## src/common/pcm_pkg.sv

```systemverilog
// constants, register map and ratio decoding for the pll clock multiplier control
// assumes a single 40 MHz system clock and a plain strobe register port
// How it works
// - the multiplied clock runs at the reference rate times a pin-selected ratio of 4 to 40.
// - five select pins, msb first, map to ratios 4, 6, 8-10, 12-19, 20 and 22-40 by two.
// - with enable low the block is disabled and both clock outputs float.
// - with enable high and supply good the multiplier runs and its output is driven; the link output also needs its own enable high.
// - a power-on reset (supply below threshold) disables the block just like enable low.
// - the link reference output floats when its own enable is low, independent of the other.
// - after any reset the lock output stays low until lock is reached.
// - lock is signalled by the lock output going from low to high.
// - the link reference output carries the data-block sync clock at the reference rate.
// - lock is raised within 1 ms of the reference being applied, typically 0.2 ms.
package pcm_pkg;

   // ----------------------------------------------------------------
   // timing
   // ----------------------------------------------------------------
   localparam int CLK_MHZ          = 40;
   localparam int LOCK_TYP_US      = 200;
   localparam int LOCK_MAX_US      = 1000;
   localparam int LOCK_TYP_CYC     = LOCK_TYP_US * CLK_MHZ;
   localparam int LOCK_MAX_CYC     = LOCK_MAX_US * CLK_MHZ;
   // slowest legal reference is 200 ns; twice that means the reference is gone
   localparam int REF_LOSS_NS      = 400;
   localparam int REF_LOSS_CYC     = (REF_LOSS_NS * CLK_MHZ) / 1000;

   // ----------------------------------------------------------------
   // register map
   // ----------------------------------------------------------------
   localparam logic [7:0] ADDR_CTRL     = 8'h00;
   localparam logic [7:0] ADDR_STATUS   = 8'h04;
   localparam logic [7:0] ADDR_INT_STAT = 8'h08;
   localparam logic [7:0] ADDR_INT_MASK = 8'h0c;
   localparam logic [7:0] ADDR_PERIOD   = 8'h10;

   localparam int CTRL_RELOCK_BIT  = 0;
   localparam int ST_LOCK_BIT      = 0;
   localparam int ST_REF_BIT       = 1;
   localparam int ST_BAND_BIT      = 2;
   localparam int ST_EN_BIT        = 3;
   localparam int ST_SUPPLY_BIT    = 4;
   localparam int ST_LREN_BIT      = 5;
   localparam int ST_INVALID_BIT   = 6;
   localparam int ST_CODE_LSB      = 8;
   localparam int ST_RATIO_LSB     = 16;
   localparam int NUM_EVT          = 4;
   localparam int EVT_LOCK_GAIN    = 0;
   localparam int EVT_LOCK_LOST    = 1;
   localparam int EVT_RESERVED     = 2;
   localparam int EVT_CODE_CHG     = 3;
   localparam logic [NUM_EVT-1:0] INT_MASK_RST = 4'h0;

   typedef enum {PCM_OFF, PCM_ACQUIRE, PCM_LOCKED, PCM_INVALID} pcm_state_e;

   // ----------------------------------------------------------------
   // select code to ratio; zero marks a reserved code
   // ----------------------------------------------------------------
   function automatic logic [5:0] ratio_of(input logic [4:0] code);
      logic [5:0] r;
      r = 6'h00;
      if (code == 5'h00) begin
         r = 6'h04;
      end else if (code == 5'h02) begin
         r = 6'h06;
      end else if (code >= 5'h04 && code <= 5'h06) begin
         r = 6'({1'b0, code} + 6'h04);
      end else if (code >= 5'h08 && code <= 5'h10) begin
         r = 6'({1'b0, code} + 6'h04);
      end else if (code >= 5'h11 && code <= 5'h1a) begin
         r = 6'({code, 1'b0} - 6'h0c);
      end
      return r;
   endfunction

endpackage

```

## src/rtl/pcm_sync.sv

```systemverilog
// three-stage pin synchroniser with agreement filter
// assumes the inputs are asynchronous static or slow pins
`timescale 1ns/100ps
`default_nettype none
module pcm_sync #(
   parameter int WIDTH = 1
) (
   input  wire logic             i_clk_sys,
   input  wire logic             i_rst_n,
   input  wire logic [WIDTH-1:0] i_async,
   output logic      [WIDTH-1:0] o_sync
);

   initial begin
      if (WIDTH < 1) $error("pcm_sync: WIDTH must be at least 1");
   end

   logic [WIDTH-1:0] ff1_r, ff2_r, ff3_r, out_r;
   logic [WIDTH-1:0] out_nxt;

   // ----------------------------------------------------------------
   // filter
   // ----------------------------------------------------------------
   // a bit moves only once the second and third stages agree
   always_comb begin
      out_nxt = (ff2_r & ~(ff2_r ^ ff3_r)) | (out_r & (ff2_r ^ ff3_r));
   end

   // ff1 feeds ff2 only, to keep metastability out of the compare
   always_ff @(posedge i_clk_sys or negedge i_rst_n) begin
      if (!i_rst_n) begin
         ff1_r <= '0;
         ff2_r <= '0;
         ff3_r <= '0;
         out_r <= '0;
      end else begin
         ff1_r <= i_async;
         ff2_r <= ff1_r;
         ff3_r <= ff2_r;
         out_r <= out_nxt;
      end
   end

   assign o_sync = out_r;

endmodule // pcm_sync
`default_nettype wire

```

## src/rtl/pcm_top.sv

```systemverilog
// pll clock multiplier control: pin decode, lock tracking, output gating, registers
// assumes all pins are asynchronous to i_clk_sys and the bus master is on i_clk_sys
//
// The implementer's own choices: the address map and the strobed register port.
`timescale 1ns/100ps
`default_nettype none
module pcm_top #(
   parameter int LOCK_CYCLES = pcm_pkg::LOCK_TYP_CYC
) (
   input  wire logic        i_clk_sys,
   input  wire logic        i_rst_n,
   // pins
   input  wire logic        i_ref_clk_in,
   input  wire logic [4:0]  i_ratio_select,
   input  wire logic        i_band_select,
   input  wire logic        i_enable,
   input  wire logic        i_supply_ok,
   input  wire logic        i_link_ref_out_enable,
   output logic             o_mult_clk_out_p,
   output logic             o_mult_clk_out_n,
   output logic             o_mult_clk_out_oe_n,
   output logic             o_link_ref_clk_out_p,
   output logic             o_link_ref_clk_out_n,
   output logic             o_link_ref_clk_out_oe_n,
   output logic             o_lock_valid_out,
   // register port
   input  wire logic [7:0]  i_addr,
   input  wire logic [31:0] i_wdata,
   input  wire logic        i_wr,
   input  wire logic        i_rd,
   output logic      [31:0] o_rdata,
   output logic             o_irq
);

   initial begin
      if (LOCK_CYCLES < 1 || LOCK_CYCLES > pcm_pkg::LOCK_MAX_CYC)
         $error("pcm_top: LOCK_CYCLES outside 1 .. 1 ms");
   end

   localparam logic [15:0] LOCK_LAST = 16'(LOCK_CYCLES - 1);
   localparam logic [7:0]  LOSS_CYC  = 8'(pcm_pkg::REF_LOSS_CYC);

   // ----------------------------------------------------------------
   // pin synchronisers
   // ----------------------------------------------------------------
   logic [9:0] pins_s;
   logic       ref_s, band_s, en_s, supply_s, lren_s;
   logic [4:0] code_s;

   pcm_sync #(
      .WIDTH (10)
   ) u_sync (
      .i_clk_sys (i_clk_sys),
      .i_rst_n   (i_rst_n),
      .i_async   ({i_ref_clk_in, i_ratio_select, i_band_select, i_enable,
                   i_supply_ok, i_link_ref_out_enable}),
      .o_sync    (pins_s)
   );

   assign ref_s    = pins_s[9];
   assign code_s   = pins_s[8:4];
   assign band_s   = pins_s[3];
   assign en_s     = pins_s[2];
   assign supply_s = pins_s[1];
   assign lren_s   = pins_s[0];

   // ----------------------------------------------------------------
   // reference edge, period and presence
   // ----------------------------------------------------------------
   logic       ref_d_r, ref_d_nxt;
   logic [7:0] gap_r, gap_nxt;
   logic [7:0] period_r, period_nxt;
   logic       seen_r, seen_nxt;
   logic       ref_rise, ref_ok;

   assign ref_rise = ref_s & ~ref_d_r;
   assign ref_ok   = seen_r && (gap_r < LOSS_CYC);

   // gap saturates so a stopped reference stays flagged absent
   always_comb begin
      ref_d_nxt  = ref_s;
      gap_nxt    = (gap_r == 8'hff) ? gap_r : 8'(gap_r + 8'h01);
      period_nxt = period_r;
      seen_nxt   = seen_r;
      if (ref_rise) begin
         gap_nxt    = 8'h00;
         period_nxt = (gap_r == 8'hff) ? gap_r : 8'(gap_r + 8'h01);
         seen_nxt   = 1'b1;
      end else if (gap_r >= LOSS_CYC) begin
         seen_nxt   = 1'b0;
      end
   end

   always_ff @(posedge i_clk_sys or negedge i_rst_n) begin
      if (!i_rst_n) begin
         ref_d_r  <= 1'b0;
         gap_r    <= 8'hff;
         period_r <= 8'h00;
         seen_r   <= 1'b0;
      end else begin
         ref_d_r  <= ref_d_nxt;
         gap_r    <= gap_nxt;
         period_r <= period_nxt;
         seen_r   <= seen_nxt;
      end
   end

   // ----------------------------------------------------------------
   // lock state machine
   // ----------------------------------------------------------------
   pcm_pkg::pcm_state_e state_r, state_nxt;
   logic [15:0] lcnt_r, lcnt_nxt;
   logic [4:0]  code_d_r;
   logic [5:0]  ratio;
   logic        active, code_chg, relock;

   assign ratio    = pcm_pkg::ratio_of(code_s);
   assign active   = en_s & supply_s;
   assign code_chg = (code_s != code_d_r);
   assign relock   = i_wr && (i_addr == pcm_pkg::ADDR_CTRL)
                     && i_wdata[pcm_pkg::CTRL_RELOCK_BIT];

   always_comb begin
      state_nxt = state_r;
      lcnt_nxt  = lcnt_r;
      if (!active) begin
         state_nxt = pcm_pkg::PCM_OFF;
         lcnt_nxt  = 16'h0000;
      end else if (code_chg || relock || state_r == pcm_pkg::PCM_OFF) begin
         // restart on any new code; reserved codes park in invalid
         state_nxt = (ratio == 6'h00) ? pcm_pkg::PCM_INVALID
                                      : pcm_pkg::PCM_ACQUIRE;
         lcnt_nxt  = 16'h0000;
      end else begin
         case (state_r)
            pcm_pkg::PCM_ACQUIRE: begin
               if (!ref_ok) begin
                  lcnt_nxt = 16'h0000;
               end else if (lcnt_r == LOCK_LAST) begin
                  state_nxt = pcm_pkg::PCM_LOCKED;
               end else begin
                  lcnt_nxt = 16'(lcnt_r + 16'h0001);
               end
            end
            pcm_pkg::PCM_LOCKED: begin
               if (!ref_ok) begin
                  state_nxt = pcm_pkg::PCM_ACQUIRE;
               end
            end
            default: begin
               state_nxt = state_r;
            end
         endcase
      end
   end

   always_ff @(posedge i_clk_sys or negedge i_rst_n) begin
      if (!i_rst_n) begin
         state_r  <= pcm_pkg::PCM_OFF;
         lcnt_r   <= 16'h0000;
         code_d_r <= 5'h00;
      end else begin
         state_r  <= state_nxt;
         lcnt_r   <= lcnt_nxt;
         code_d_r <= code_s;
      end
   end

   // ----------------------------------------------------------------
   // multiplied clock generator
   // ----------------------------------------------------------------
   // toggles 2*ratio times per measured period; above half the system
   // rate the output saturates, so this is a behavioural stand-in only
   logic [8:0] acc_r, acc_nxt;
   logic [8:0] acc_sum;
   logic       mclk_r, mclk_nxt;
   logic       lref_r, lref_nxt;
   logic       drv_r, drv_nxt;
   logic       lren_r, lren_nxt;
   logic       lock_r, lock_nxt;

   assign acc_sum = 9'(acc_r + {2'b00, ratio, 1'b0});

   always_comb begin
      acc_nxt  = acc_r;
      mclk_nxt = 1'b0;
      if (state_r == pcm_pkg::PCM_ACQUIRE || state_r == pcm_pkg::PCM_LOCKED) begin
         mclk_nxt = mclk_r;
         acc_nxt  = acc_sum;
         if (acc_sum >= {1'b0, period_r}) begin
            mclk_nxt = ~mclk_r;
            acc_nxt  = 9'(acc_sum - {1'b0, period_r});
            if (acc_nxt >= {1'b0, period_r}) acc_nxt = 9'h000;
         end
      end else begin
         acc_nxt = 9'h000;
      end
      lref_nxt = active & ref_s;
      drv_nxt  = active;
      lren_nxt = active & lren_s;
      lock_nxt = (state_nxt == pcm_pkg::PCM_LOCKED);
   end

   always_ff @(posedge i_clk_sys or negedge i_rst_n) begin
      if (!i_rst_n) begin
         acc_r  <= 9'h000;
         mclk_r <= 1'b0;
         lref_r <= 1'b0;
         drv_r  <= 1'b0;
         lren_r <= 1'b0;
         lock_r <= 1'b0;
      end else begin
         acc_r  <= acc_nxt;
         mclk_r <= mclk_nxt;
         lref_r <= lref_nxt;
         drv_r  <= drv_nxt;
         lren_r <= lren_nxt;
         lock_r <= lock_nxt;
      end
   end

   // enables are active low: low while the pair is driven
   assign o_mult_clk_out_p        = mclk_r;
   assign o_mult_clk_out_n        = ~mclk_r;
   assign o_mult_clk_out_oe_n     = ~drv_r;
   assign o_link_ref_clk_out_p    = lref_r;
   assign o_link_ref_clk_out_n    = ~lref_r;
   assign o_link_ref_clk_out_oe_n = ~lren_r;
   assign o_lock_valid_out        = lock_r;

   // ----------------------------------------------------------------
   // events, interrupt status and mask
   // ----------------------------------------------------------------
   logic [pcm_pkg::NUM_EVT-1:0] evt, ist_r, ist_nxt, msk_r, msk_nxt;
   logic                        irq_r, irq_nxt;

   always_comb begin
      evt = '0;
      evt[pcm_pkg::EVT_LOCK_GAIN] = lock_nxt & ~lock_r;
      evt[pcm_pkg::EVT_LOCK_LOST] = lock_r & ~lock_nxt;
      evt[pcm_pkg::EVT_RESERVED]  = (state_nxt == pcm_pkg::PCM_INVALID)
                                    && (state_r != pcm_pkg::PCM_INVALID);
      evt[pcm_pkg::EVT_CODE_CHG]  = code_chg & active;
      ist_nxt = ist_r;
      msk_nxt = msk_r;
      if (i_wr && i_addr == pcm_pkg::ADDR_INT_STAT) begin
         ist_nxt = ist_r & ~i_wdata[pcm_pkg::NUM_EVT-1:0];
      end
      if (i_wr && i_addr == pcm_pkg::ADDR_INT_MASK) begin
         msk_nxt = i_wdata[pcm_pkg::NUM_EVT-1:0];
      end
      // a new event beats a simultaneous clear
      ist_nxt = ist_nxt | evt;
      irq_nxt = |(ist_nxt & msk_nxt);
   end

   always_ff @(posedge i_clk_sys or negedge i_rst_n) begin
      if (!i_rst_n) begin
         ist_r <= '0;
         msk_r <= pcm_pkg::INT_MASK_RST;
         irq_r <= 1'b0;
      end else begin
         ist_r <= ist_nxt;
         msk_r <= msk_nxt;
         irq_r <= irq_nxt;
      end
   end

   assign o_irq = irq_r;

   // ----------------------------------------------------------------
   // register read port
   // ----------------------------------------------------------------
   logic [31:0] status, rdata_r, rdata_nxt;

   always_comb begin
      status = 32'h0000_0000;
      status[pcm_pkg::ST_LOCK_BIT]    = lock_r;
      status[pcm_pkg::ST_REF_BIT]     = ref_ok;
      status[pcm_pkg::ST_BAND_BIT]    = band_s;
      status[pcm_pkg::ST_EN_BIT]      = en_s;
      status[pcm_pkg::ST_SUPPLY_BIT]  = supply_s;
      status[pcm_pkg::ST_LREN_BIT]    = lren_s;
      status[pcm_pkg::ST_INVALID_BIT] = (state_r == pcm_pkg::PCM_INVALID);
      status[pcm_pkg::ST_CODE_LSB +: 5]  = code_s;
      status[pcm_pkg::ST_RATIO_LSB +: 6] = ratio;
   end

   // data stand for one cycle only; unmapped addresses read zero
   always_comb begin
      rdata_nxt = 32'h0000_0000;
      if (i_rd) begin
         if (i_addr == pcm_pkg::ADDR_STATUS) begin
            rdata_nxt = status;
         end else if (i_addr == pcm_pkg::ADDR_INT_STAT) begin
            rdata_nxt = {28'h0000000, ist_r};
         end else if (i_addr == pcm_pkg::ADDR_INT_MASK) begin
            rdata_nxt = {28'h0000000, msk_r};
         end else if (i_addr == pcm_pkg::ADDR_PERIOD) begin
            rdata_nxt = {24'h000000, period_r};
         end
      end
   end

   always_ff @(posedge i_clk_sys or negedge i_rst_n) begin
      if (!i_rst_n) begin
         rdata_r <= 32'h0000_0000;
      end else begin
         rdata_r <= rdata_nxt;
      end
   end

   assign o_rdata = rdata_r;

endmodule // pcm_top
`default_nettype wire

```

## config.mk

```make
export PLATFORM = sky130hd
export DESIGN_NAME = pcm_top
export DESIGN_NICKNAME = d
export VERILOG_FILES = /design/src/common/pcm_pkg.sv /design/src/rtl/pcm_sync.sv /design/src/rtl/pcm_top.sv
export SDC_FILE = /design/constraint.sdc
export NUM_CORES = 1
export LEC_CHECK = 0
export BUFFER_PORTS_ARGS = -buffer_cell sky130_fd_sc_hd__buf_4
export CORE_ASPECT_RATIO = 0.5
export CORE_MARGIN = 3
export CORE_UTILIZATION = 50
export DETAILED_ROUTE_END_ITERATION = 10
export PLACE_DENSITY = 0.77
export REMOVE_ABC_BUFFERS = 1
export SETUP_SLACK_MARGIN = 0.15
export SLEW_MARGIN = 30
export SYNTH_ARGS = -nofsm -noshare
export SYNTH_HDL_FRONTEND = slang
export SYNTH_SLANG_ARGS = --single-unit
```

## constraint.sdc

```tcl
create_clock -name i_clk_sys -period 13.7 [get_ports i_clk_sys]
set_input_delay 0.685 -clock i_clk_sys [delete_from_list [all_inputs] [get_ports i_clk_sys]]
set_output_delay 0.685 -clock i_clk_sys [all_outputs]
set_load 0.05 [all_outputs]
```

==> results of run 1 <==
worst paths after layout:
| kind | startpoint | endpoint | depth (start not counted) |
|---|---|---|---|
| worst max-delay path | flop | acc_r[7]$_DFF_PN0_ | 20 |
| worst min-delay path | i_rst_n | lcnt_r[0]$_DFFE_PN0P_ | 1 |
| worst max register to register | flop | acc_r[7]$_DFF_PN0_ | 20 |
| worst min register to register | u_sync.ff1_r[2]$_DFF_PN0_ | u_sync.ff2_r[2]$_DFF_PN0_ | 0 |
| max in group asynchronous | i_rst_n | gap_r[5]$_DFF_PN1_ | 2 |
| min in group i_clk_sys | u_sync.ff1_r[2]$_DFF_PN0_ | u_sync.ff2_r[2]$_DFF_PN0_ | 0 |
flip-flops by register name, summed over array words and instances (netlist names), 4 cells and up, named ones only:
register / count
o_rdata: 19
period_r: 8
u_sync.ff3_r: 10
u_sync.ff2_r: 10
ist_r: 4
state_r: 32
u_sync.ff1_r: 10
acc_r: 9
msk_r: 4
code_d_r: 5
lcnt_r: 16
gap_r: 8
worst register-to-register path, stage by stage (launching register included):
cell and delay, ps:
dfrtp_1 570, inv_1 230, ha_1 240, nor3b_1 130, o31ai_1 510, and2_1 350, nor2_1 70, a311o_1 300
ha_1 330, a21o_1 190, a21oi_1 220, xnor2_1 210, ha_1 350, or3_1 360, o21ai_0 110, a21oi_1 90
xnor2_1 180, ha_1 190, or3_4 390, a221oi_4 410, a32o_1 250
metrics by stage:
stage	hold slack (ps)	setup WS (ps)	power [mW]	cells	util [%]
4_1_cts	352.5	8005	1.556	924	60.79
2_1_floorplan	331.2	8846	0.9527	646	-
3_5_place_dp	336.2	8089	1.079	892	56.47
6_report	349.5	7967	1.555	924	60.81
3_3_place_gp	333.8	8197	1.057	892	56.47
5_1_grt	344.0	7600	1.661	924	60.81
per-layer routing:
| metal | share of wire, % | GRT usage, % |
|---|---|---|
| met5 | 0 | 0 |
| met4 | 1.8 | 6.736 |
| met3 | 4.6 | 4.963 |
| met2 | 46 | 29.68 |
| met1 | 47 | 26.58 |
cell families (layout without fill, tap and decap cells):
kind of cell               after synthesis  in the layout  synth area share [%]
xor gates and xnor gates                25             25                 3.144
AOI/OAI and AO/OA                      133            133                 13.53
adders and majority gates               45             45                 7.431
buffers and inverters                   62            116                 4.371
DFF                                    153            153                 51.58
muxes                                    5              5                0.7061
and+or+nand+nor                        241            241                 19.18
other                                    1             14               0.05039
layout by cell type, fill, tap and decap left out, drive strengths merged, types with 17 or more instances in the layout:
cell type	Yosys	layout
dfrtp	145	145
buf	24	53
and2	44	44
nand2	38	38
nor2	38	38
inv	30	37
ha	33	33
o21ai	31	31
a21oi	22	22
xnor2	19	19
clkbuf	8	18
nor2b	17	17
final cells by class:
type	count	share of cell area (%)
sequential	153	44.97
multi-input combinational	463	38.97
clock buffer	17	4.983
timing repair buffer	54	4.822
tap	192	2.814
clock inverter	15	2.125
inverter	30	1.319
power groups by stage:
stage | registers (mW) | logic (mW) | clock network (mW)
after global placement | 0.528 | 0.528 | 0
after floorplan | 0.527 | 0.426 | 0
after global routing | 0.527 | 0.636 | 0.498
after CTS | 0.522 | 0.559 | 0.475
after detailed placement | 0.530 | 0.549 | 0
final | 0.522 | 0.567 | 0.466
==> metrics.md, run 1 <==
| Metric | Value |
|---|---|
| Status | `completed` |
| Dominant cells by area after synthesis | `dfrtp_1, ha_1, and2_1` |
| Sw Pwr | `0.5893 mW` |
| Pwr Density | `182.2 nW/um2` |
| GRT Overall Usage | `19.30%` |
| Max IR drop VDD | `0.1036 mV` |
| YS warnings | `0` |
| Num CTS Buffers | `17` |
| Synth top cells by count | `dfrtp_1, and2_1, nand2_1, nor2_1, ha_1` |
| Sw Ratio | `37.89%` |
| Clk Latency, worst-skew pair | `430 ps` |
| Starting Density | `53.01%` |
| Fraction of layout cells with a size suffix above 1 | `17.76%` |
| Clock power share | `29.9%` |
| Reg-to-reg slack, setup | `7970 ps` |
| Max capacitance violation total | `0` |
| Post-CTS Hold Buffers | `0` |
| Logic pwr share | `36.5%` |
| Most common cell in the synthesized netlist | `dfrtp_1` |
| First-pass GRT wire length | `25.34 mm` |
| Dpl hpwl | `10.28 mm` |
| Setup_tns | `0 ps` |
| Length of the first detailed-routing pass in iterations | `5` |
| Vias | `5110` |
| Grt total ovfl | `0` |
| Buf/Inv on CP | `1` |
| Placement Cell Area | `7928 um2` |
| Crit-path cells | `inv_1 > ha_1 > nor3b_1 > o31ai_1 > and2_1 > nor2_1 > a311o_1 > ha_1 > a21o_1 > a21oi_1 > xnor2_1 > ha_1 > or3_1 > o21ai_0 > a21oi_1 > xnor2_1 > ha_1 > or3_4 > a221oi_4 > a32o_1` |
| Clock transition at path regs | `70 ps` |
| Post-cts sizing count | `0` |
| Final wirelength | `15.00 mm` |
| Clock Path Buffers | `2` |
| IO Port Bufs | `52` |
| Crit-path slowest cell | `dfrtp_1` |
| Filler Cells Inserted | `1114` |
| Largest stage delay on the critical path | `570 ps` |
| Post-Synthesis Cells | `665` |
| Worst Hold Class | `input port to async pin` |
| Startpoint types | `flop` |
| Critical path's most frequent cell | `ha_1` |
| Worst Skew | `14.18 ps` |
| Initial DRC Count | `564` |
| IO Pins | `94` |
| Final net count | `808` |
| Synth cell types | `80` |
| Rel. slew slack | `39.05%` |
| H-Tree Depth | `4` |
| Post CTS Setup Buffer Count | `0` |
| Mapped cell area | `7442 um2` |
| Post-route design area | `8537 um2` |
| Int Power | `0.9659 mW` |
| Asr flop ratio synth | `100.0%` |
| Die ar. | `16470 um2` |
| WS Path Type | `flop to flop` |
| Area leader, netlist | `dfrtp_1` |
| Final RePlAce weighted congestion | `0.9552` |
| Core area | `14040 um2` |
| P&R area growth vs syn | `14.71%` |
| Worst Path Max Fanout | `11` |
| Drt wl/cell | `16.23 um` |
| Highest clock rate | `174.4 MHz` |
| Post-route ant nets | `0` |
| Synthesized flop and latch total | `153` |
| CTS tree | `done` |
| Post-synth EDFFs | `0` |
| CTS Sinks | `153` |
| Final Cycle Share | `41.85%` |
| Worst endpoint required time | `14060 ps` |
| Final Hold Vio Count | `0` |
| DRC | `0` |
| CP arrival | `6090 ps` |
| Syn Area/Cell | `11.19 um2` |
| Row count | `30` |
| Flop pwr share | `33.6%` |
| Initial antenna violation count | `0` |
| Via/cell ratio | `5.530` |
| Sequential element share of the synthesized area | `51.58%` |
| Die W | `178.5 um` |
| Number of global-route vias before repair | `5172` |
| Finish-stage setup viols | `0` |
| Leakage | `3.920 nW` |
| Die Ht | `92.27 um` |
| FF+latch area | `3839 um2` |
| Area of the multi-input gates | `3327 um2` |
| Top cell family by delay on the critical path | `compound AO/OA/AOI/OAI gates` |
| Min cycle time layout | `5733 ps` |
| CTS root buffer | `clkbuf_16` |
| Crit. End Element | `flop` |
| Slew Viols, Final | `0` |
| Ys flop type | `dfrtp_1` |
| Yosys top cell area share | `48.76%` |
| N_diodes | `0` |
| RSZ-0062 raised after global routing | `no` |
| Least-Margin Pin Slew | `912.3 ps` |
| Largest net degree at the start of global routing | `109` |
No activity file was read; power rests on OpenSTA's default activity.
==> inputs of run 2 (changes only) <==
PLACE_DENSITY = 0.8   (was 0.77)
clock period = 4.8 ns   (was 13.7 ns; I/O delays follow)
==> run 2 against run 1 <==
  * The run now ends with setup timing left
  * Count of clock-buffer cells in the layout unchanged
  * Routed wire length grew 15%
  * Clock skew is 2.4 ps lower
  * Cell area grew 10%
  * Global-route usage grew 1.7 points
  * Non-clock buffer count up 77
  * Largest cell class unchanged
==> metrics.md, run 2 (synthesis gave the netlist of run 1 again) <==
| Metric | Value |
|---|---|
| Hold Path Depth | `3` |
| Most common cell after layout, fill and taps aside | `dfrtp_1` |
| Worst Path Max Fanout | `8` |
| Status | `complete, but fails checks` |
| CTS root buffer | `clkbuf_16` |
| IO Pins | `94` |
| N_diodes | `0` |
| Vias | `5591` |
| Clock Path Buffers | `2` |
| Hold_sp | `i_wdata[1]` |
| Rel. slew slack | `44.99%` |
| Clk Latency, worst-skew pair | `430 ps` |
| Min cycle time layout | `4948 ps` |
| Filler Cells Inserted | `963` |
| H-Tree Depth | `4` |
| Most frequent cells in the layout | `dfrtp_1, buf_4, and2_1` |
| Number of global-route vias before repair | `5624` |
| Worst Hold Class | `input port to flop` |
| CTS tree | `done` |
| Least-Margin Pin Slew | `825.1 ps` |
| WS Path Type | `flop to flop` |
| Largest net degree at the start of global routing | `107` |
| Drt wl/cell | `17.29 um` |
| Overall power | `5.532 mW` |
| Post-route ant nets | `0` |
| Highest clock rate | `202.1 MHz` |
| Max capacitance violation total | `0` |
| Crit Reg-Reg Endpoint | `acc_r[7]$_DFF_PN0_` |
| Fraction of layout cells with a size suffix above 1 | `29.91%` |
| Core area | `14040 um2` |
| Biggest register | `state_r` |
| Setup_tns | `-899.6 ps` |
| Worst Hold Path EP | `msk_r[1]$_DFF_PN0_` |
| Grt total ovfl | `0` |
| Final net count | `885` |
| Worst Skew | `11.83 ps` |
| Pwr Density | `587.0 nW/um2` |
| Worst endpoint required time | `5160 ps` |
| Slew Viols, Final | `0` |
| Leakage | `4.359 nW` |
| Initial antenna violation count | `0` |
| DRC | `0` |
| Num CTS Buffers | `17` |
| Clock transition at path regs | `70 ps` |
| Die W | `178.5 um` |
| Row count | `30` |
| RSZ-0062 raised after global routing | `yes` |
| Final Cycle Share | `103.1%` |
| Final RePlAce weighted congestion | `0.9227` |
| IO Port Bufs | `52` |
| Finish-stage setup viols | `8` |
| Failing checks | `setup timing` |
| Starting Density | `53.01%` |
| Die ar. | `16470 um2` |
| CTS Sinks | `153` |
| Max reg flops | `32` |
| First-pass GRT wire length | `27.50 mm` |
| Via/cell ratio | `5.585` |
| R2R cell count | `23` |
| Final wirelength | `17.31 mm` |
| Startpoint types | `flop` |
| P&R area growth vs syn | `26.65%` |
| Final Hold Vio Count | `0` |
| Reg-to-reg slack, setup | `-150 ps` |
| Max IR drop VDD | `0.3857 mV` |
| Dpl hpwl | `11.02 mm` |
| GRT Overall Usage | `20.97%` |
| Initial DRC Count | `506` |
| CP arrival | `5310 ps` |
| Crit. End Element | `flop` |
| Die Ht | `92.27 um` |
| Final worst slack | `-147.7 ps` |
| Length of the first detailed-routing pass in iterations | `5` |
==> run 2: changes by cell type in the layout (fill, tap and decap cells not counted), moves of 5 or more <==
cell           delta
dlygate4sd3_1    +11
xnor2_2           +6
xnor2_1           -6
o21ai_0           -5
a21oi_2           +5
ha_1              -8
a21oi_1           -7
buf_4            +61
==> run 2: worst max path at each step <==
stage,from,endpoint,depth (start not counted)
3_3_place_gp,flop,acc_r[7]$_DFF_PN0_,20
3_5_place_dp,flop,acc_r[7]$_DFF_PN0_,21
2_1_floorplan,flop,acc_r[0]$_DFFE_PN0P_,20
5_1_grt,flop,acc_r[7]$_DFF_PN0_,23
6_report,flop,acc_r[7]$_DFF_PN0_,23
4_1_cts,flop,acc_r[7]$_DFF_PN0_,24
==> run 2: what timing repair did <==
action | 4_1_cts | 5_1_grt
hold endpoints to repair | 53 | 0
setup buffers | 6 | 9
pin swaps | 26 | 27
hold buffers | 11 | 0
endpoints found under the setup margin | 8 | 8
resized for setup | 28 | 35
==> run 2: final cells by class <==
class	instances	area, um2	area share (%)
Clock buffer	17	425.4	4.513
Clock inverter	15	157.7	1.673
Inverter	30	112.6	1.195
Multi-Input combinational cell	463	3603	38.23
Sequential cell	153	3841	40.75
Tap cell	192	240.2	2.549
Timing Repair Buffer	131	1045	11.08
==> run 2: power by group <==
part | total [mW] | internal (mW) | leakage [nW] | switching (mW)
logic | 2.71 | 1.35 | 2.11 | 1.37
registers | 1.49 | 1.40 | 1.96 | 0.0933
clock network | 1.33 | 0.735 | 0.284 | 0.592
total | 5.53 | 3.48 | 4.36 | 2.05
==> run 2: routing by layer <==
| metal | vias to the layer above | routed length (um) | GRT usage, % |
|---|---|---|---|
| met3 | 41 | 1005 | 4.839 |
| met1 | 2744 | 7525 | 27.83 |
| li1 | 2616 | - | - |
| met4 | 0 | 397 | 8.225 |
| met5 | - | 0 | 0 |
| met2 | 190 | 8377 | 33.47 |
==> run 2: critical path, cell delays in order (launching register included) <==
cell and delay, ps:
dfrtp_2 450, inv_1 90, ha_1 190, nor3b_1 320, o21ai_1 150, and2_4 190
and2_4 140, a21o_1 190, fa_2 390, buf_4 160, xor2_2 210, ha_1 300
nor2_1 220, a21oi_2 100, xor2_2 200, ha_1 340, nand2_1 100, a21oi_1 70
a221oi_2 230, o21ai_1 90, buf_4 150, a221oi_4 260, buf_6 170, a32o_1 180
==> run 2: metrics by stage <==
step                cell area (um2)  utilization [%]  hold WS, ps  worst slack (ps)  instances
floorplan                      7278                -       -55.59            -53.76        646
global placement               8323            59.29        332.4            -79.00        943
detailed placement             8323            59.29        334.7            -179.9        943
CTS                            9174            65.35        84.28             63.65        992
global route                   9425            67.14        90.58            -334.7       1001
finish                         9425            67.14        93.98            -147.7       1001
==> inputs of run 3 (changes only) <==
CORE_UTILIZATION = 53   (was 50)
PLACE_DENSITY = 0.84   (was 0.8)
RECOVER_POWER = 25   (was not set)
==> run 3 against run 2 <==
  * The flow still finishes with violations (setup timing)
  * Critical path depth decreased by 1
  * Via count decreased by 0.23%
  * Routed wire length decreased by 2.7%
  * Die area decreased by 5.4%
  * Clock skew decreased by 0.79 ps
  * Count of clock-buffer cells in the layout unchanged
  * Total power decreased by 2.3%
  * Sequential share of layout area about the same
  * Utilization increased by 4.3 points
  * Fmax increased by 2.5%
  * Combinational power decreased by 5%
  * Highest routed layer unchanged
==> metrics.md, run 3 (synthesis gave the netlist of run 1 again) <==
| Metric | Value |
|---|---|
| Pwr Density | `574.0 nW/um2` |
| Max reg flops | `32` |
| Overall power | `5.404 mW` |
| Clock power share | `24.6%` |
| Clock Path Buffers | `2` |
| Status | `complete, but fails checks` |
| Dpl ws | `-252.4 ps` |
| Leakage | `4.342 nW` |
| N_diodes | `0` |
| DRC | `0` |
| Die W | `173.6 um` |
| Via/cell ratio | `5.606` |
| Post-layout util | `71.47%` |
| Worst Path Max Fanout | `8` |
| First-pass GRT wire length | `28.29 mm` |
| Starting Density | `56.50%` |
| GRT Overall Usage | `22.24%` |
| Finished Layout Cells | `995` |
| Final Cycle Share | `100.6%` |
| Initial antenna violation count | `0` |
| Number of global-route vias before repair | `5738` |
| Largest net degree at the start of global routing | `102` |
| Biggest register | `state_r` |
| Placed insts | `940` |
| Startpoint types | `flop` |
| Crit. End Element | `flop` |
| Sw Ratio | `36.99%` |
| Core area | `13170 um2` |
| H-Tree Depth | `4` |
| Final wirelength | `16.84 mm` |
| Most common cell after layout, fill and taps aside | `dfrtp_1` |
| Logic pwr share | `47.8%` |
| Clk Latency, worst-skew pair | `430 ps` |
| Final RePlAce weighted congestion | `0.8885` |
| IO Pins | `94` |
| CTS root buffer | `clkbuf_16` |
| P&R area growth vs syn | `26.50%` |
| Final worst slack | `-27.76 ps` |
| Placement Cell Area | `8325 um2` |
| Int Power | `3.405 mW` |
| Slew Viols, Final | `0` |
| Failing checks | `setup timing` |
| Least-Margin Pin Slew | `776.8 ps` |
| Die Ht | `89.79 um` |
| Clock transition at path regs | `70 ps` |
| Worst Hold Class | `input port to flop` |
| IO Port Bufs | `52` |
| Min cycle time layout | `4828 ps` |
| Largest stage delay on the critical path | `460 ps` |
| CTS tree | `done` |
| Drt wl/cell | `16.92 um` |
| Worst Skew | `11.04 ps` |
| Highest clock rate | `207.1 MHz` |
| Crit-path slowest cell | `dfrtp_2` |
| Sw Pwr | `1.999 mW` |
| WS Path Type | `flop to flop` |
| Row count | `29` |
| Num CTS Buffers | `17` |
| Most frequent cells in the layout | `dfrtp_1, buf_4, and2_1` |
| Max capacitance violation total | `0` |
| Final Hold Vio Count | `0` |
| Worst endpoint required time | `5160 ps` |
| CP arrival | `5180 ps` |
| RSZ-0062 raised after global routing | `yes` |
| Grt total ovfl | `0` |
| Length of the first detailed-routing pass in iterations | `5` |
| Finish-stage setup viols | `5` |
| Dpl hpwl | `11.27 mm` |
| CTS Sinks | `153` |
| Max IR drop VDD | `0.4444 mV` |
| Post-route ant nets | `0` |
| Post-route design area | `9414 um2` |
| Rel. slew slack | `47.82%` |
| Fraction of layout cells with a size suffix above 1 | `29.91%` |
| Crit-path cells | `buf_6 > o41ai_4 > o31ai_2 > buf_4 > and2_4 > and2_4 > a21o_4 > fa_2 > a21o_1 > a21oi_4 > buf_4 > xnor2_2 > ha_1 > or3_1 > o21ai_2 > a21oi_2 > xnor2_1 > ha_2 > or3_4 > a221oi_4 > buf_6 > a32o_1` |
| Die ar. | `15590 um2` |
| Initial DRC Count | `533` |
| Vias | `5578` |
| Final net count | `885` |
| Flop pwr share | `27.7%` |
[run 3: cell types whose count changed in the layout (fill, tap and decap cells not counted), sizes merged]
cell and delta:
clkinvlp -1, clkinv +3, buf -10, bufinv -1
clkbuf +10, inv -1
[run 3: through the flow]
| step | setup TNS, ps | hold WS [ps] |
|---|---|---|
| after floorplan | -298.3 | -55.59 |
| after global placement | -558.5 | 332.7 |
| after detailed placement | -1833 | 334.7 |
| after CTS | 0 | 75.14 |
| after global routing | -1741 | 85.06 |
| final | -105.8 | 88.84 |
[run 3: worst paths after layout]
kind / slack [ps] / from / depth (start not counted) / to
setup / recovery: -30 / flop / 22 / acc_r[0]$_DFFE_PN0P_
hold / removal: 90 / i_addr[3] / 2 / o_rdata[7]$_DFF_PN0_
setup reg to reg: -30 / flop / 22 / acc_r[0]$_DFFE_PN0P_
hold reg to reg: 350 / u_sync.ff1_r[2]$_DFF_PN0_ / 0 / u_sync.ff2_r[2]$_DFF_PN0_
max in group asynchronous: 3170 / i_rst_n / 3 / async pin
min in group asynchronous: 440 / i_rst_n / 2 / lcnt_r[10]$_DFFE_PN0P_
[run 3: routing by layer]
metal	vias to the layer above	part of all wire, %	track usage, %
met1	2748	44	29.27
met4	0	1.6	7.487
met5	-	0	0
met2	183	49	37.17
li1	2618	-	-
met3	29	6.0	4.545
[run 3: worst max-delay path: cells and delay by family (launching register included)]
| kind | cells | cell delay (ps) |
|---|---|---|
| AO/OA/AOI/OAI | 9 | 1500 |
| XOR/XNOR | 2 | 290 |
| adder cells (fa/ha/maj) | 3 | 870 |
| buffers and inverters | 4 | 610 |
| flip-flops | 1 | 460 |
| AND/OR/NAND/NOR | 4 | 1020 |
[run 3: area by class of cell]
type	count	area, um2
multi-input cells	463	3588
inverters	30	112.6
fillers	849	3757
clock buffers	17	425.4
well taps	186	232.7
flip-flops and latches	153	3841
repair buffers	131	1036
clock inverters	15	177.7
[run 3: repair_timing]
action | in CTS | in global routing
setup endpoints to repair | 9 | 9
resized for setup | 43 | 19
pin swaps | 32 | 15
hold buffers | 11 | 0
setup buffers | 10 | 2
endpoints found under the hold margin | 102 | 0
[run 3: power by group through the flow]
stage	combinational, mW	clock (mW)	sequential, mW
2_1_floorplan	1.21	0	1.50
3_3_place_gp	1.96	0	1.50
3_5_place_dp	2.03	0	1.50
4_1_cts	2.40	1.35	1.48
5_1_grt	2.80	1.41	1.51
6_report	2.58	1.33	1.49
